--- config.mk ---
export PLATFORM = sky130hd
export DESIGN_NAME = phe_top
export DESIGN_NICKNAME = d
export VERILOG_FILES = /design/src/pkg/phe_pkg.sv /design/src/hw/phe_mem.sv /design/src/hw/phe_top.sv
export SDC_FILE = /design/constraint.sdc
export NUM_CORES = 1
export LEC_CHECK = 0
export BUFFER_PORTS_ARGS = -buffer_cell sky130_fd_sc_hd__buf_2
export CORE_MARGIN = 8
export CORE_UTILIZATION = 25
export CTS_CLUSTER_SIZE = 20
export DETAILED_ROUTE_END_ITERATION = 10
export GPL_ROUTABILITY_DRIVEN = 0
export PLACE_DENSITY = 0.51
export SLEW_MARGIN = 20
export SYNTH_ARGS = -nofsm -noshare
export SYNTH_HDL_FRONTEND = slang
export SYNTH_SLANG_ARGS = --single-unit
export TNS_END_PERCENT = 20
--- constraint.sdc ---
create_clock -name clk -period 9.89 [get_ports clk]
set_input_delay 0.4945 -clock clk [delete_from_list [all_inputs] [get_ports clk]]
set_output_delay 0.4945 -clock clk [all_outputs]
set_load 0.01 [all_outputs]
--- src/pkg/phe_pkg.sv ---
/*
  constants, types and field layout shared by the prefetch hint execution block.
  assumes a 32-bit instruction word, 64-bit integer registers and 8-bit space ids.
*/
// Contract
// - address is first plus second register, or first plus sign-extended 13-bit immediate
// - ordinary form targets primary space, big or little endian flavour
// - alternate form takes space from instruction field, or space register when flag set
// - prefetch never stalls issue; later instructions run while it is outstanding
// - no trap ever for illegal or nonexistent address
// - block fetched is 64 bytes, aligned on 64-byte boundary
// - codes 0-3 weak, 20-23 strong: several reads, one read, several writes, one write
// - code 4 requests a page mapping, code 17 fills nearest unified cache
// - codes 16, 18, 19, 24-31 and unimplemented codes act as no-ops
// - immediate flag clear with bits 12:5 nonzero raises illegal instruction
// - unprivileged alternate access to space 00-7F is a silent no-op
// - privileged alternate access to space 30-7F is a silent no-op
// - weak prefetch that misses translation is abandoned as no-op
// - only eight listed spaces accepted; any other space gives a no-op
// - codes 0-4, 17, 20-23 no-op on non-cacheable or side-effect mappings
// - codes 4 and 20-23 may no-op when the fetch would be very slow
// - no program-visible state changes beyond those of a no-op
// - defined codes raise only the illegal instruction exception listed
// - each defined code is no-op, full support, or simple common-case support
// - an effective prefetch moves the containing block or creates a mapping
// - weak prefetch drops when slow; strong may pay the cost and proceed
package phe_pkg;

  // ********************************
  // instruction fields
  // ********************************
  localparam int unsigned PHE_XLEN = 64;
  localparam int unsigned PHE_IFLAG_POS = 13;
  localparam int unsigned PHE_FCN_HI = 29;
  localparam int unsigned PHE_FCN_LO = 25;
  localparam int unsigned PHE_ASIF_HI = 12;
  localparam int unsigned PHE_ASIF_LO = 5;
  localparam int unsigned PHE_IMM_HI = 12;
  localparam int unsigned PHE_BLK_BITS = 6;

  // ********************************
  // variant codes
  // ********************************
  localparam logic [4:0] PHE_FCN_PAGE = 5'h04;
  localparam logic [4:0] PHE_FCN_RSV_LO = 5'h05;
  localparam logic [4:0] PHE_FCN_RSV_HI = 5'h0F;
  localparam logic [4:0] PHE_FCN_UNIFIED = 5'h11;
  // bit n set: code n implemented with full semantics, all others except reserved codes 5-15 (illegal) act as no-op
  localparam logic [31:0] PHE_IMPL_MASK = 32'h00F2001F;

  // ********************************
  // space identifiers
  // ********************************
  localparam logic [7:0] PHE_SPACE_PRIV_TOP = 8'h7F;
  localparam logic [7:0] PHE_SPACE_HYP_LO = 8'h30;
  localparam logic [7:0] PHE_NUCLEUS_SPACE = 8'h04;
  localparam logic [7:0] PHE_USER_VIEW_PRIMARY_SPACE = 8'h10;
  localparam logic [7:0] PHE_USER_VIEW_SECONDARY_SPACE = 8'h11;
  localparam logic [7:0] PHE_REAL_SPACE = 8'h14;
  localparam logic [7:0] PHE_PRIMARY_SPACE = 8'h80;
  localparam logic [7:0] PHE_SECONDARY_SPACE = 8'h81;
  localparam logic [7:0] PHE_PRIMARY_NOFAULT_SPACE = 8'h82;
  localparam logic [7:0] PHE_SECONDARY_NOFAULT_SPACE = 8'h83;
  localparam logic [7:0] PHE_PRIMARY_LITTLE_SPACE = 8'h88;

  // ********************************
  // outstanding table
  // ********************************
  localparam int unsigned PHE_TAG_W = 2;
  localparam int unsigned PHE_DEPTH = 4;
  localparam int unsigned PHE_VBLK_W = PHE_XLEN - PHE_BLK_BITS;
  localparam int unsigned PHE_ENT_W = 8 + 5 + PHE_VBLK_W;
  localparam logic [PHE_DEPTH-1:0] PHE_BUSY_RST = '0;
  localparam logic [PHE_ENT_W-1:0] PHE_ENT_RST = '0;
  localparam logic [PHE_XLEN-1:0] PHE_ADDR_RST = '0;
  localparam logic [7:0] PHE_SPACE_RST = 8'h00;
  localparam logic [PHE_TAG_W-1:0] PHE_TAG_RST = 2'h0;

  typedef enum logic [5:0] {
    PHE_CLS_ILLEGAL = 6'h01,
    PHE_CLS_NOP = 6'h02,
    PHE_CLS_WEAK = 6'h04,
    PHE_CLS_STRONG = 6'h08,
    PHE_CLS_PAGE = 6'h10,
    PHE_CLS_UNIFIED = 6'h20
  } phe_cls_t;

endpackage

--- src/hw/phe_mem.sv ---
/*
  small register-file memory for outstanding prefetch entries.
  assumes one write and one read per cycle; read data come out of a register.
*/
module phe_mem (
  input wire logic clk,
  input wire logic rst_n,
  input wire logic wr_en,
  input wire logic [phe_pkg::PHE_TAG_W-1:0] wr_idx,
  input wire logic [phe_pkg::PHE_ENT_W-1:0] wr_data,
  input wire logic [phe_pkg::PHE_TAG_W-1:0] rd_idx,
  output logic [phe_pkg::PHE_ENT_W-1:0] rd_data
);

  // ********************************
  // storage
  // ********************************
  logic [phe_pkg::PHE_ENT_W-1:0] mem_r [phe_pkg::PHE_DEPTH];

  always_ff @(posedge clk) begin
    if (wr_en) begin
      mem_r[wr_idx] <= wr_data;
    end
  end

  // ********************************
  // registered read
  // ********************************
  always_ff @(posedge clk or negedge rst_n) begin
    if (!rst_n) begin
      rd_data <= phe_pkg::PHE_ENT_RST;
    end else begin
      rd_data <= mem_r[rd_idx];
    end
  end

endmodule

--- src/hw/phe_top.sv ---
/*
  prefetch hint decode and execution: address and space formation, variant
  decode, exception and no-op filtering, translation and fill request issue.
  assumes the translation unit takes every request pulse and answers each
  tag exactly once; the cache and mapping units take every request pulse.
*/
module phe_top (
  input wire logic clk,
  input wire logic rst_n,
  input wire logic issue_valid,
  input wire logic [31:0] instr,
  input wire logic alt_form,
  input wire logic [63:0] first_source_register,
  input wire logic [63:0] second_source_register,
  input wire logic [7:0] space_id_register,
  input wire logic priv_mode,
  input wire logic little_endian,
  output logic illegal_instr,
  output logic noop_done,
  output logic xlate_req_valid,
  output logic [63:0] xlate_req_addr,
  output logic [7:0] xlate_req_space,
  output logic [1:0] xlate_req_tag,
  input wire logic xlate_rsp_valid,
  input wire logic [1:0] xlate_rsp_tag,
  input wire logic xlate_rsp_miss,
  input wire logic xlate_rsp_slow,
  input wire logic physically_cacheable_flag,
  input wire logic virtually_cacheable_flag,
  input wire logic side_effect_flag,
  input wire logic [63:0] xlate_rsp_paddr,
  output logic fill_req_valid,
  output logic [63:0] fill_req_addr,
  output logic fill_req_write,
  output logic fill_req_once,
  output logic fill_req_unified,
  output logic fill_req_strong,
  output logic map_req_valid,
  output logic [63:0] map_req_addr,
  output logic [7:0] map_req_space,
  output logic late_drop
);

  // ********************************
  // reset release
  // ********************************
  logic rst_s1_r;
  logic rst_s2_r;
  // the core wakes two edges after the pin rises, so the release never
  // races the first issue against half-cleared pipeline flops
  wire logic rstn_i = rst_s2_r;

  always_ff @(posedge clk or negedge rst_n) begin
    if (!rst_n) begin
      rst_s1_r <= 1'b0;
      rst_s2_r <= 1'b0;
    end else begin
      rst_s1_r <= 1'b1;
      rst_s2_r <= rst_s1_r;
    end
  end

  // ********************************
  // decode functions
  // ********************************
  function automatic phe_pkg::phe_cls_t phe_class(input logic [4:0] fcn);
    phe_pkg::phe_cls_t c;
    c = phe_pkg::PHE_CLS_NOP;
    if (fcn >= phe_pkg::PHE_FCN_RSV_LO && fcn <= phe_pkg::PHE_FCN_RSV_HI) begin
      c = phe_pkg::PHE_CLS_ILLEGAL;
    end else if (!phe_pkg::PHE_IMPL_MASK[fcn]) begin
      c = phe_pkg::PHE_CLS_NOP;
    end else if (fcn[4:2] == 3'b000) begin
      c = phe_pkg::PHE_CLS_WEAK;
    end else if (fcn[4:2] == 3'b101) begin
      c = phe_pkg::PHE_CLS_STRONG;
    end else if (fcn == phe_pkg::PHE_FCN_PAGE) begin
      c = phe_pkg::PHE_CLS_PAGE;
    end else if (fcn == phe_pkg::PHE_FCN_UNIFIED) begin
      c = phe_pkg::PHE_CLS_UNIFIED;
    end
    return c;
  endfunction

  // any identifier outside the eight listed ones is invalid for the hint
  function automatic logic space_ok(input logic [7:0] s);
    logic ok;
    ok = 1'b0;
    if (s == phe_pkg::PHE_NUCLEUS_SPACE) begin
      ok = 1'b1;
    end else if (s == phe_pkg::PHE_USER_VIEW_PRIMARY_SPACE) begin
      ok = 1'b1;
    end else if (s == phe_pkg::PHE_USER_VIEW_SECONDARY_SPACE) begin
      ok = 1'b1;
    end else if (s == phe_pkg::PHE_PRIMARY_SPACE) begin
      ok = 1'b1;
    end else if (s == phe_pkg::PHE_SECONDARY_SPACE) begin
      ok = 1'b1;
    end else if (s == phe_pkg::PHE_PRIMARY_NOFAULT_SPACE) begin
      ok = 1'b1;
    end else if (s == phe_pkg::PHE_SECONDARY_NOFAULT_SPACE) begin
      ok = 1'b1;
    end else if (s == phe_pkg::PHE_REAL_SPACE) begin
      ok = 1'b1;
    end
    return ok;
  endfunction

  // ********************************
  // issue decode
  // ********************************
  wire logic imm_sel = instr[phe_pkg::PHE_IFLAG_POS];
  wire logic [4:0] fcn = instr[phe_pkg::PHE_FCN_HI:phe_pkg::PHE_FCN_LO];
  wire logic [7:0] asi_field = instr[phe_pkg::PHE_ASIF_HI:phe_pkg::PHE_ASIF_LO];
  wire logic [12:0] imm13 = instr[phe_pkg::PHE_IMM_HI:0];
  wire logic [63:0] signed_short_immediate = 64'($signed(imm13));
  wire logic [63:0] addend = imm_sel ? signed_short_immediate
                                     : second_source_register;
  wire logic [63:0] eff_addr = first_source_register + addend;

  wire logic [7:0] primary_pick = little_endian ? phe_pkg::PHE_PRIMARY_LITTLE_SPACE
                                                : phe_pkg::PHE_PRIMARY_SPACE;
  wire logic [7:0] alt_pick = imm_sel ? space_id_register : asi_field;
  wire logic [7:0] space = alt_form ? alt_pick : primary_pick;

  wire phe_pkg::phe_cls_t cls = phe_class(fcn);

  // the register-form check covers the ordinary form only: in the alternate
  // form those bits carry the space field
  wire logic bad_fmt = !alt_form && !imm_sel && (asi_field != 8'h00);
  wire logic is_illegal = (cls == phe_pkg::PHE_CLS_ILLEGAL) || bad_fmt;

  wire logic low_space = space <= phe_pkg::PHE_SPACE_PRIV_TOP;
  wire logic hyp_space = low_space && (space >= phe_pkg::PHE_SPACE_HYP_LO);
  wire logic user_fail = !priv_mode && low_space;
  wire logic priv_fail = priv_mode && hyp_space;
  wire logic space_fail = alt_form && (user_fail || priv_fail);
  wire logic asi_fail = alt_form && !space_ok(space);

  // page and unified codes go out for translation like weak and strong ones
  wire logic acts = (cls == phe_pkg::PHE_CLS_WEAK) ||
                    (cls == phe_pkg::PHE_CLS_STRONG) ||
                    (cls == phe_pkg::PHE_CLS_PAGE) ||
                    (cls == phe_pkg::PHE_CLS_UNIFIED);

  // ********************************
  // outstanding table allocation
  // ********************************
  logic [phe_pkg::PHE_DEPTH-1:0] busy_r;
  logic [phe_pkg::PHE_DEPTH-1:0] busy_nxt;
  logic [phe_pkg::PHE_DEPTH-1:0] free_vec;
  logic [phe_pkg::PHE_TAG_W-1:0] free_idx;

  genvar gi;
  generate
    for (gi = 0; gi < phe_pkg::PHE_DEPTH; gi++) begin : g_free
      assign free_vec[gi] = !busy_r[gi];
    end
  endgenerate

  always_comb begin
    free_idx = '0;
    for (int i = phe_pkg::PHE_DEPTH - 1; i >= 0; i--) begin
      if (free_vec[i]) begin
        free_idx = phe_pkg::PHE_TAG_W'(i);
      end
    end
  end

  // a full table drops the hint instead of stalling issue
  wire logic table_full = (free_vec == '0);
  wire logic go = issue_valid && !is_illegal && acts && !space_fail &&
                  !asi_fail && !table_full;
  wire logic quiet = issue_valid && !is_illegal && !go;

  wire logic [phe_pkg::PHE_VBLK_W-1:0] vblk =
    eff_addr[phe_pkg::PHE_XLEN-1:phe_pkg::PHE_BLK_BITS];
  wire logic [phe_pkg::PHE_ENT_W-1:0] ent_wr = {space, fcn, vblk};
  wire logic [phe_pkg::PHE_XLEN-1:0] req_addr = {vblk, phe_pkg::PHE_BLK_BITS'(0)};

  // ********************************
  // issue outputs
  // ********************************
  // exactly one of the three pulses follows each issue, one edge later
  always_ff @(posedge clk or negedge rstn_i) begin
    if (!rstn_i) begin
      illegal_instr <= 1'b0;
      noop_done <= 1'b0;
      xlate_req_valid <= 1'b0;
    end else begin
      illegal_instr <= issue_valid && is_illegal;
      noop_done <= quiet;
      xlate_req_valid <= go;
    end
  end

  // the request word follows every cycle; only the valid pulse qualifies it
  always_ff @(posedge clk or negedge rstn_i) begin
    if (!rstn_i) begin
      xlate_req_addr <= phe_pkg::PHE_ADDR_RST;
      xlate_req_space <= phe_pkg::PHE_SPACE_RST;
      xlate_req_tag <= phe_pkg::PHE_TAG_RST;
    end else begin
      xlate_req_addr <= req_addr;
      xlate_req_space <= space;
      xlate_req_tag <= free_idx;
    end
  end

  // ********************************
  // translation answer stage
  // ********************************
  logic s1_valid_r;
  logic s1_miss_r;
  logic s1_slow_r;
  logic s1_badc_r;
  logic [phe_pkg::PHE_TAG_W-1:0] s1_tag_r;
  logic [63:0] s1_paddr_r;
  logic [phe_pkg::PHE_ENT_W-1:0] ent_rd;

  wire logic badc_in = !physically_cacheable_flag ||
                       !virtually_cacheable_flag || side_effect_flag;

  always_ff @(posedge clk or negedge rstn_i) begin
    if (!rstn_i) begin
      s1_valid_r <= 1'b0;
      s1_miss_r <= 1'b0;
      s1_slow_r <= 1'b0;
      s1_badc_r <= 1'b0;
      s1_tag_r <= phe_pkg::PHE_TAG_RST;
      s1_paddr_r <= phe_pkg::PHE_ADDR_RST;
    end else begin
      s1_valid_r <= xlate_rsp_valid;
      s1_miss_r <= xlate_rsp_miss;
      s1_slow_r <= xlate_rsp_slow;
      s1_badc_r <= badc_in;
      s1_tag_r <= xlate_rsp_tag;
      s1_paddr_r <= xlate_rsp_paddr;
    end
  end

  // the entry read by answer tag lines up with the registered answer flags
  phe_mem u_mem (
    .clk(clk),
    .rst_n(rstn_i),
    .wr_en(go),
    .wr_idx(free_idx),
    .wr_data(ent_wr),
    .rd_idx(xlate_rsp_tag),
    .rd_data(ent_rd)
  );

  // ********************************
  // completion decision
  // ********************************
  wire logic [7:0] rd_space = ent_rd[phe_pkg::PHE_ENT_W-1 -: 8];
  wire logic [4:0] rd_fcn = ent_rd[phe_pkg::PHE_VBLK_W +: 5];
  wire logic [phe_pkg::PHE_VBLK_W-1:0] rd_vblk = ent_rd[phe_pkg::PHE_VBLK_W-1:0];
  // the class is decoded again from the stored code rather than stored,
  // which keeps each table entry narrow
  wire phe_pkg::phe_cls_t cls2 = phe_class(rd_fcn);

  wire logic is_weak = cls2 == phe_pkg::PHE_CLS_WEAK;
  wire logic is_strong = cls2 == phe_pkg::PHE_CLS_STRONG;
  wire logic is_page = cls2 == phe_pkg::PHE_CLS_PAGE;
  wire logic is_uni = cls2 == phe_pkg::PHE_CLS_UNIFIED;

  // weak and page give up on slow work, strong and unified go on
  wire logic weak_drop = is_weak && (s1_miss_r || s1_slow_r);
  wire logic cache_drop = !s1_miss_r && s1_badc_r;
  wire logic data_ok = (is_weak || is_strong || is_uni) && !s1_miss_r &&
                       !cache_drop && !weak_drop;
  wire logic map_ok = is_page && s1_miss_r && !s1_slow_r;
  wire logic do_fill = s1_valid_r && data_ok;
  wire logic do_map = s1_valid_r && map_ok;
  wire logic do_drop = s1_valid_r && !data_ok && !map_ok;

  // unified fills carry no read or write intent of their own
  wire logic fill_write = !is_uni && rd_fcn[1];
  wire logic fill_once = !is_uni && rd_fcn[0];
  wire logic [63:0] fill_blk = {s1_paddr_r[63:phe_pkg::PHE_BLK_BITS],
                                phe_pkg::PHE_BLK_BITS'(0)};

  always_ff @(posedge clk or negedge rstn_i) begin
    if (!rstn_i) begin
      fill_req_valid <= 1'b0;
      fill_req_addr <= phe_pkg::PHE_ADDR_RST;
      fill_req_write <= 1'b0;
      fill_req_once <= 1'b0;
      fill_req_unified <= 1'b0;
      fill_req_strong <= 1'b0;
    end else begin
      fill_req_valid <= do_fill;
      fill_req_addr <= fill_blk;
      fill_req_write <= fill_write;
      fill_req_once <= fill_once;
      fill_req_unified <= is_uni;
      fill_req_strong <= is_strong;
    end
  end

  always_ff @(posedge clk or negedge rstn_i) begin
    if (!rstn_i) begin
      map_req_valid <= 1'b0;
      map_req_addr <= phe_pkg::PHE_ADDR_RST;
      map_req_space <= phe_pkg::PHE_SPACE_RST;
    end else begin
      map_req_valid <= do_map;
      map_req_addr <= {rd_vblk, phe_pkg::PHE_BLK_BITS'(0)};
      map_req_space <= rd_space;
    end
  end

  // an abandoned hint leaves no trace but this pulse
  always_ff @(posedge clk or negedge rstn_i) begin
    if (!rstn_i) begin
      late_drop <= 1'b0;
    end else begin
      late_drop <= do_drop;
    end
  end

  // ********************************
  // table occupancy
  // ********************************
  // allocation and release never hit the same slot: a slot is only freed
  // after its answer, which comes at least one cycle after its request
  always_comb begin
    busy_nxt = busy_r;
    if (s1_valid_r) begin
      busy_nxt[s1_tag_r] = 1'b0;
    end
    if (go) begin
      busy_nxt[free_idx] = 1'b1;
    end
  end

  always_ff @(posedge clk or negedge rstn_i) begin
    if (!rstn_i) begin
      busy_r <= phe_pkg::PHE_BUSY_RST;
    end else begin
      busy_r <= busy_nxt;
    end
  end

endmodule

==> flow_metrics.env, run 1 <==
export IMPL_status="finished clean"
export IMPL_drt_iter0_drc=799
export IMPL_grt_max_degree=158
export IMPL_synth_edff_count=284
export IMPL_postSynthCellCount=1459
export IMPL_die_width_um=323.8
export IMPL_critPathArrivalTime_ns=5.54
export IMPL_rsz0062_at_grt="false"
export IMPL_hold_viol=0
export IMPL_synth_avg_cell_area_um2=16.23
export IMPL_clockRootBuffer="clkbuf_16"
export IMPL_rr_endpoint="u_mem.mem_r[2][22]"
export IMPL_numPortBuffers=428
export IMPL_floorplan_initialDensity_pct=25.08
export IMPL_fin_crit_sh_pct=52.52
export IMPL_ios=466
export IMPL_holdPathStages=2
export IMPL_tightest_slew_ns=0.9830
export IMPL_finalSetupViolations=0
export IMPL_multi_input_area_um2=6046
export IMPL_hp_class="in2reg"
export IMPL_clock_latency_ns=0.64
export IMPL_internal_power_mw=4.786
export IMPL_synth_cell_type_count=80
export IMPL_place_hpwl_um=49900
export IMPL_switching_share_pct=26.08
export IMPL_clock_path_buffers=3
export IMPL_maxCapViolCount=0
export IMPL_final_common_cell="buf_2"
export IMPL_register_area_um2=17120
export IMPL_post_route_cell_area_um2=30320
export IMPL_grt_pass1_vias=15650
export IMPL_rr_startpoint="busy_r[1]"
export IMPL_antenna_found_initial=6
export IMPL_wl_um=69560
export IMPL_clkSlewWorstSetupHoldPaths_ns=0.06
export IMPL_ys_warn_count=0
export IMPL_peakVddDrop_uv=112.0
export IMPL_syn_to_final_growth_pct=28.03
export IMPL_h_tree_depth=3
export IMPL_critPathLaunch="instr[13]"
export IMPL_numCtsBuffers=72
export IMPL_worstSetupEndpointType="flip-flop"
export IMPL_final_nets=2296
export IMPL_power_density_nw_per_um2=213.5
export IMPL_cts_tree="done"
export IMPL_core_area_um2=94450
export IMPL_crit_end="u_mem.mem_r[3][52]"
export IMPL_synthArstFlopShare_pct=54.70
export IMPL_post_drt_wl_per_cell_um=20.99
export IMPL_critPathLaunchType="primary input"
export IMPL_drt_pass1_iterations=5
export IMPL_route_vias_total=14300
export IMPL_drc_errors=0
export IMPL_p_clk_share_pct=40.9
export IMPL_fp_dieH_um=323.8
export IMPL_critPathMaxFanout=43
export IMPL_fp_row_count=113
export IMPL_syn_area_um2=23680
export IMPL_r2r_cells=6
export IMPL_yosysTopAreaCell="dfrtp_1"
export IMPL_drive_gt1_share_pct=32.99
export IMPL_place_area_um2=27310
export IMPL_path_class="in2reg"
export IMPL_grt_pass1_wl_um=101400
export IMPL_via_per_inst=4.315
export IMPL_grt_usage_pct=12.96
export IMPL_regToRegSetupSlack_ns=7.29
export IMPL_finalSetupTns_ns=0
export IMPL_post_cts_buffers=0
export IMPL_synth_area_leaders="dfrtp_1 (36%), edfxtp_1 (36%), mux4_2 (6.8%)"
export IMPL_p_comb_share_pct=12.6
export IMPL_synth_top_cell_area_share_pct=36.24
export IMPL_ys_seq_area_share_pct=72.25
export IMPL_grt_overflow_total=0
export IMPL_period_needed_ns=5.194
export IMPL_final_max_slew_viol_count=0
export IMPL_yosys_register_bits=627
export IMPL_clkSinkCount=627
export IMPL_p_switching_mw=1.688
export IMPL_ys_flop_type="dfrtp_1"
export IMPL_critical_path_required_ns=10.24
export IMPL_dieArea_um2=104800
export IMPL_fill_cells=9368
export IMPL_postRouteAntennaNets=0
export IMPL_final_util_pct=32.10
export IMPL_mostFrequentLayoutCells="buf_2 (425), dfrtp_1 (342), edfxtp_1 (284), o21ai_0 (84), a21oi_1 (80)"
export IMPL_leakagePower_nw=12.47
export IMPL_fin_worst_skew_ns=0.03639
export IMPL_fmax_mhz=192.5
export IMPL_power_share_sequential_pct=46.5
export IMPL_dp_cells=3117
export IMPL_fin_cells=3314
export IMPL_slew_limit_headroom_pct=34.47
-- worst max-delay path, cell delays in order --
cell	delay (ns)
buf_4	0.34
buf_4	0.57
mux2_2	0.42
ha_1	0.46
nand2_1	0.30
a211oi_1	0.51
a221oi_2	0.10
buf_4	0.19
nor3_1	0.38
o21ai_1	0.28
a21oi_1	0.35
o21ai_1	0.35
o21a_1	0.32
o311a_1	0.42
-- synth_stat cells (3+ instances only) --
cell and instances:
dfrtp_1 343, edfxtp_1 284, o21ai_0 84, a21oi_1 80, inv_1 73, mux4_2 71
ha_1 62, nand2_1 57, nor2_1 43, clkbuf_1 33, xnor2_1 32, a21o_1 26
xor2_1 26, nand3_1 19, buf_4 18, o21bai_1 16, nand4_1 13, nor2b_1 13
mux2_2 11, a211oi_1 10, mux2i_1 10, nor3_1 9, buf_1 8, buf_2 8
and3_1 6, nor4_1 6, o21ai_1 6, o21a_1 5, or2_2 5, a31oi_1 4
o21ai_2 4, a21oi_2 3, and2_1 3, nand2b_1 3, nor4_2 3, o2111ai_1 3
-- repair_timing --
item                                    CTS  global route
hold endpoints to repair                 63             0
hold buffers                             62             0
endpoints found under the setup margin    0             0
resized for setup                         0             0
-- flip-flops by register name (all words and copies together) (netlist names), 2 cells and up --
register         flops
xlate_req_tag        2
fill_req_addr       58
map_req_addr        58
s1_tag_r             2
s1_paddr_r          58
u_mem.mem_r        284
busy_r               4
map_req_space        8
xlate_req_space      8
u_mem.rd_data       71
xlate_req_addr      58
-- cell type report --
class,instances,area share (%)
inverter,73,0.9037
tap,1265,5.220
antenna,3,0.02476
timing repair buffer,507,9.610
sequential,627,56.45
multi-input combinational,707,19.94
clock buffer,99,6.511
clock inverter,33,1.345
-- kinds of logic (layout without fill, tap and decap cells) --
kind of cell	count (synthesis)	in the layout	synth area share, %
mux	92	92	7.698
fa+ha+maj	62	62	3.276
compound gates	282	282	7.824
buf+inv	142	712	2.615
other cells	2	22	0.03171
simple gates	194	194	4.158
flops	627	627	72.25
xor+xnor	58	58	2.145
-- power by group through the flow --
stage / Clock [mW] / Combinational [mW] / Sequential, mW
2_1_floorplan: 0 / 0.384 / 3.12
6_report: 2.65 / 0.813 / 3.01
4_1_cts: 2.75 / 0.830 / 3.01
3_3_place_gp: 0 / 0.793 / 3.06
5_1_grt: 2.85 / 0.893 / 3.02
3_5_place_dp: 0 / 0.804 / 3.06
-- how the worst min path moves through the flow --
stage                                  start         to  slack [ns]
global placement                       rst_n   rst_s1_r        0.28
global route        virtually_cacheable_flag  s1_badc_r        0.05
CTS                 virtually_cacheable_flag  s1_badc_r        0.03
floorplan                              rst_n   rst_s1_r        0.20
detailed placement                     rst_n   rst_s1_r        0.28
finish              virtually_cacheable_flag  s1_badc_r        0.09
-- stage by stage --
stage               setup slack (ns)  hold slack, ns  total power, mW
detailed placement             4.034          0.2843            3.865
global route                   4.413         0.05188            6.766
floorplan                      2.672          0.1989            3.502
finish                         4.696         0.08542            6.474
CTS                            4.709         0.02660            6.591
global placement               4.038          0.2810            3.852
-- per-layer routing --
metal	vias up	wire length, um	global-route usage (%)
met2	462	33390	21.50
met1	7318	29210	16.11
met4	4	1807	4.469
met3	101	5121	3.791
met5	-	26	0
li1	6414	-	-
Power figures use the tool's default switching activity.
==> run 2, diff against run 1 <==
Settings changed: ABC_AREA from default to 1.
Clock period 9.89 ns to 4.3 ns, I/O delays scaled along.
==> run 2 against run 1 <==
Worst setup slack got worse by 3.2 ns. Via count increased by 30%. Total power increased by 130%. Final area increased by 6.8%. Hold slack got worse by 0.025 ns. Global-route usage increased by 1.8 points. Register-to-register slack got worse by 5.4 ns. Critical endpoint is now u_mem.mem_r[2][51]. Highest routed layer unchanged.
==> flow_metrics.env, run 2 <==
export IMPL_largest_register_ffs=284
export IMPL_post_cts_resized=0
export IMPL_grt_usage_pct=14.72
export IMPL_clockRootBuffer="clkbuf_16"
export IMPL_status="finished clean"
export IMPL_critical_path_required_ns=4.55
export IMPL_p_comb_share_pct=14.9
export IMPL_antenna_found_initial=27
export IMPL_drt_pass1_iterations=5
export IMPL_clkSlewWorstSetupHoldPaths_ns=0.06
export IMPL_place_hpwl_um=62470
export IMPL_synthArstFlopShare_pct=54.70
export IMPL_final_max_slew_viol_count=0
export IMPL_syn_to_final_growth_pct=28.17
export IMPL_grt_use_met2_pct=24.67
export IMPL_final_common_cell="nand2_1"
export IMPL_die_width_um=333.9
export IMPL_ys_warn_count=0
export IMPL_post_route_cell_area_um2=32390
export IMPL_drc_errors=0
export IMPL_regToRegSetupSlack_ns=1.86
export IMPL_via_per_inst=4.338
export IMPL_setup_ws_ns=1.522
export IMPL_route_vias_total=18530
export IMPL_use_met3_pct=4.158
export IMPL_critPathLaunchType="primary input"
export IMPL_critPathMaxFanout=53
export IMPL_post_drt_wl_per_cell_um=19.73
export IMPL_place_area_um2=29240
export IMPL_busiest_layer="met2"
export IMPL_numPortBuffers=428
export IMPL_critPathArrivalTime_ns=3.03
export IMPL_p_switching_mw=4.032
export IMPL_use_met1_pct=17.94
export IMPL_slew_limit_headroom_pct=39.46
export IMPL_grt_overflow_total=0
export IMPL_clkSinkCount=627
export IMPL_place_ws_ns=0.9151
export IMPL_synth_edff_count=284
export IMPL_tightest_slew_ns=0.9082
export IMPL_rr_endpoint="u_mem.mem_r[3][6]"
export IMPL_period_needed_ns=2.778
export IMPL_yosys_register_bits=627
export IMPL_maxCapViolCount=0
export IMPL_largest_register="u_mem.mem_r"
export IMPL_clock_path_buffers=3
export IMPL_drt_iter0_drc=1057
export IMPL_fin_crit_sh_pct=64.61
export IMPL_drive_gt1_share_pct=21.85
export IMPL_ys_seq_area_share_pct=67.71
export IMPL_synth_avg_cell_area_um2=10.81
export IMPL_postRouteAntennaNets=0
export IMPL_grt_max_degree=141
export IMPL_p_clk_share_pct=39.5
export IMPL_core_area_um2=100100
export IMPL_peakVddDrop_uv=318.2
export IMPL_yosysTopAreaCell="dfrtp_1"
export IMPL_grt_pass1_vias=18990
export IMPL_fin_worst_skew_ns=0.02530
export IMPL_rr_startpoint="busy_r[1]"
export IMPL_power_density_nw_per_um2=465.9
export IMPL_mostFrequentLayoutCells="nand2_1 (462), buf_2 (427), dfrtp_1 (342), nor2_1 (317), edfxtp_1 (284)"
export IMPL_critPathLaunch="instr[13]"
export IMPL_hp_class="in2reg"
export IMPL_finalSetupViolations=0
export IMPL_leakagePower_nw=14.13
export IMPL_cts_tree="done"
export IMPL_power_share_sequential_pct=45.6
export IMPL_post_cts_buffers=0
export IMPL_wl_um=84280
export IMPL_r2r_cells=8
export IMPL_synth_cell_type_count=41
export IMPL_h_tree_depth=3
export IMPL_path_class="in2reg"
export IMPL_hold_viol=0
export IMPL_syn_area_um2=25270
export IMPL_final_nets=3205
export IMPL_floorplan_initialDensity_pct=25.23
export IMPL_rsz0062_at_grt="false"
export IMPL_fp_row_count=116
export IMPL_dieArea_um2=111500
export IMPL_fmax_mhz=360.0
export IMPL_internal_power_mw=11.06
export IMPL_largestRegisters="u_mem.mem_r x284, u_mem.rd_data x71"
export IMPL_yosysMostFrequentCell="nand2_1"
export IMPL_hold_worst_slack_ns=0.06002
export IMPL_switching_share_pct=26.72
export IMPL_final_util_pct=32.34
export IMPL_ios=466
export IMPL_ys_flop_type="dfrtp_1"
export IMPL_crit_end="u_mem.mem_r[2][51]"
export IMPL_synth_area_leaders="dfrtp_1 (34%), edfxtp_1 (34%), nand2_1 (6.9%)"
export IMPL_grt_pass1_wl_um=123100
export IMPL_clock_latency_ns=0.61
export IMPL_postCtsHoldBufs=76
export IMPL_synth_top_cell_area_share_pct=33.97
export IMPL_finalSetupTns_ns=0
export IMPL_numCtsBuffers=68
export IMPL_worstSetupEndpointType="flip-flop"
export IMPL_synth_top_cells_by_count="nand2_1 (463), dfrtp_1 (343), nor2_1 (317)"
export IMPL_fp_dieH_um=333.9
export IMPL_postSynthCellCount=2338
-- run 2: cell type report --
type                       instances  area, um2
fill                           10280      67760
sequential                       627      17120
multi-input combinational       1424       7000
timing repair buffer             552       3416
clock buffer                     103       2098
tap                             1298       1624
inverter                         224      849.6
clock inverter                    22      230.2
antenna                           22      55.05
-- run 2: kinds of logic (layout without fill, tap and decap cells) --
group | count (synthesis) | in the layout | share of synthesized area, %
compound gates | 405 | 405 | 8.645
xor+xnor | 29 | 29 | 1.005
fa+ha+maj | 62 | 62 | 3.070
buf+inv | 304 | 901 | 4.872
flops | 627 | 627 | 67.71
other cells | 2 | 41 | 0.02972
simple gates | 909 | 909 | 14.67
-- run 2: how the worst min path moves through the flow --
stage | startpoint | endpoint | cells after the start
after floorplan | rst_n | rst_s1_r | 0
after global placement | rst_n | rst_s1_r | 1
after detailed placement | rst_n | rst_s1_r | 1
after CTS | instr[5] | xlate_req_space[0] | 5
after global routing | space_id_register[3] | xlate_req_space[3] | 4
final | instr[6] | xlate_req_space[1] | 4
-- run 2: per-layer routing --
layer	vias to the layer above	share of wire [%]	routed length, um
met5	-	0.078	66
met1	8945	42	35060
li1	8898	-	-
met3	152	7.1	5948
met4	10	3.5	2973
met2	528	48	40230
-- run 2: power groups by stage --
stage / clock [mW] / sequential (mW) / combinational, mW
2_1_floorplan: 0 / 7.14 / 0.957
3_3_place_gp: 0 / 7.00 / 2.23
3_5_place_dp: 0 / 7.01 / 2.23
4_1_cts: 6.19 / 6.89 / 2.30
5_1_grt: 6.42 / 6.92 / 2.49
6_report: 5.96 / 6.88 / 2.25
-- run 2: critical path: stages --
cell	delay [ns]
buf_2	0.11
inv_2	0.40
buf_12	0.28
nand2_1	0.09
nand2_1	0.07
ha_1	0.30
a21oi_1	0.35
o21ai_0	0.20
a21oi_1	0.22
nand2_1	0.10
a21oi_1	0.20
nand2_1	0.07
nand2_1	0.06
nand2_1	0.24
-- run 2: per-stage QoR --
stage	cells	power, mW
after floorplan	2355	8.095
after global placement	4049	9.231
after detailed placement	4049	9.241
after CTS	4250	15.38
after global routing	4258	15.83
final	4272	15.09
==> run 3, diff against run 2 <==
Settings changed: PLACE_DENSITY 0.51 to 0.49.
Clock period 4.3 ns to 2.8 ns, I/O delays scaled along.
==> run 3 against run 2 <==
First-iteration DRC count is 11% higher. Highest routed layer unchanged. Cell count is 4.9% higher. Final area is 5.5% higher. Critical path depth is 3 lower. Clock power is 53% higher.
==> flow_metrics.env, run 3 (same netlist as run 2, synthesis figures left out) <==
export IMPL_register_area_um2=17120
export IMPL_worstSetupEndpointType="flip-flop"
export IMPL_path_class="in2reg"
export IMPL_final_max_slew_viol_count=0
export IMPL_postRouteAntennaNets=0
export IMPL_final_nets=3421
export IMPL_post_drt_wl_per_cell_um=19.45
export IMPL_fin_worst_skew_ns=0.02273
export IMPL_dieArea_um2=111500
export IMPL_critical_path_required_ns=3.02
export IMPL_status="finished clean"
export IMPL_syn_to_final_growth_pct=35.24
export IMPL_power_share_sequential_pct=44.7
export IMPL_largest_register="u_mem.mem_r"
export IMPL_largest_register_ffs=284
export IMPL_grt_overflow_total=0
export IMPL_power_density_nw_per_um2=694.9
export IMPL_via_per_inst=4.265
export IMPL_peakVddDrop_uv=398.7
export IMPL_drt_iter0_drc=1170
export IMPL_clockRootBuffer="clkbuf_16"
export IMPL_fill_cells=10210
export IMPL_finalSetupTns_ns=0
export IMPL_multi_input_area_um2=7000
export IMPL_critPathMaxFanout=30
export IMPL_grt_pass1_vias=19730
export IMPL_place_hpwl_um=67200
export IMPL_h_tree_depth=3
export IMPL_final_common_cell="nand2_1"
export IMPL_p_switching_mw=6.308
export IMPL_maxCapViolCount=0
export IMPL_floorplan_initialDensity_pct=25.23
export IMPL_post_cts_resized=0
export IMPL_p_comb_share_pct=16.8
export IMPL_critPathArrivalTime_ns=2.88
export IMPL_ios=466
export IMPL_hold_viol=0
export IMPL_regToRegSetupSlack_ns=0.50
export IMPL_grt_usage_pct=15.21
export IMPL_grt_pass1_wl_um=128300
export IMPL_core_area_um2=100100
export IMPL_fp_row_count=116
export IMPL_drive_gt1_share_pct=26.73
export IMPL_grt_max_degree=75
export IMPL_clock_path_buffers=3
export IMPL_drt_pass1_iterations=5
export IMPL_leakagePower_nw=15.21
export IMPL_clock_latency_ns=0.60
export IMPL_fp_dieH_um=333.9
export IMPL_internal_power_mw=17.44
export IMPL_clkSinkCount=627
export IMPL_numPortBuffers=428
export IMPL_setup_ws_ns=0.1434
export IMPL_p_clk_share_pct=38.5
export IMPL_mostFrequentLayoutCells="nand2_1 (462), buf_2 (427), dfrtp_1 (342), nor2_1 (317), edfxtp_1 (284)"
export IMPL_period_needed_ns=2.657
export IMPL_tightest_slew_ns=0.6550
export IMPL_switching_share_pct=26.56
export IMPL_antenna_found_initial=28
export IMPL_fmax_mhz=376.4
export IMPL_route_vias_total=19110
export IMPL_wl_um=87150
export IMPL_clkSlewWorstSetupHoldPaths_ns=0.06
export IMPL_hp_class="in2reg"
export IMPL_drc_errors=0
export IMPL_rsz0062_at_grt="false"
export IMPL_finalSetupViolations=0
export IMPL_fin_crit_sh_pct=94.88
export IMPL_cts_tree="done"
export IMPL_numCtsBuffers=71
export IMPL_place_ws_ns=-0.3383
export IMPL_largestRegisters="u_mem.mem_r x284, u_mem.rd_data x71"
export IMPL_die_width_um=333.9
export IMPL_critPathLaunchType="primary input"
export IMPL_slew_limit_headroom_pct=55.78
run 3: changes by cell type in the layout (fill, tap and decap cells not counted), moves of 2 or more:
cell | previous run | this run
clkinv_1 | 1 | 3
buf_4 | 37 | 228
clkbuf_1 | 13 | 19
clkbuf_8 | 18 | 10
dlygate4sd3_1 | 76 | 83
buf_12 | 12 | 27
clkinv_4 | 2 | 0
diode_2 | 22 | 13
clkbuf_16 | 72 | 77
clkinvlp_4 | 1 | 3
run 3: cell type report:
cell class,instances,area share (%)
clock inverter,23,0.5858
multi-input combinational,1424,20.48
antenna,13,0.09519
timing repair buffer,765,15.27
tap,1298,4.752
inverter,224,2.479
sequential,627,50.08
clock buffer,106,6.250
run 3: metal layers:
metal	track usage [%]	routed length [um]	share of wire [%]
met5	0	93	0.11
met1	19.38	37840	43
met4	4.554	2296	2.6
met2	25.67	41410	48
met3	3.533	5496	6.3
run 3: through the flow:
step,util [%],area (um2),power (mW),cells,hold slack (ns)
floorplan,-,25340,12.43,2355,-0.1556
global placement,30.93,30980,14.77,4255,-0.07169
detailed placement,30.93,30980,14.78,4255,-0.07209
CTS,34.09,34140,24.20,4467,0.005634
global route,34.11,34160,24.87,4472,0.05838
finish,34.13,34180,23.75,4480,0.06419
run 3: worst paths after layout:
kind | cells after the start | startpoint | to
worst max-delay path | 11 | space_id_register[4] | u_mem.mem_r[0][12]
worst min-delay path | 4 | space_id_register[1] | xlate_req_space[1]
worst max register to register | 8 | busy_r[1] | u_mem.mem_r[0][12]
worst min register to register | 0 | rst_s2_r | map_req_addr[23]
max in group asynchronous | 2 | rst_s2_r | u_mem.rd_data[61]
min in group asynchronous | 0 | rst_s2_r | map_req_addr[23]
run 3: critical path, cell delays in order:
cell and delay [ns]:
dlygate4sd3_1 0.55, buf_2 0.13, o21ai_2 0.19, dlygate4sd3_1 0.61
inv_2 0.08, nand2_1 0.06, a21oi_1 0.09, nor3_4 0.28
nand3_1 0.15, clkinv_2 0.10, buf_4 0.43
run 3: power groups by stage:
stage               clock network [mW]  registers [mW]  logic [mW]
floorplan                            0            11.0        1.47
global placement                     0            10.8        3.96
detailed placement                   0            10.8        3.97
CTS                               9.49            10.6        4.08
global route                      9.82            10.7        4.40
finish                            9.14            10.6        4.00
run 3: repair_timing:
action | 4_1_cts | 5_1_grt
hold buffers | 83 | 0
setup buffers | 0 | 0
hold endpoints to repair | 108 | 0
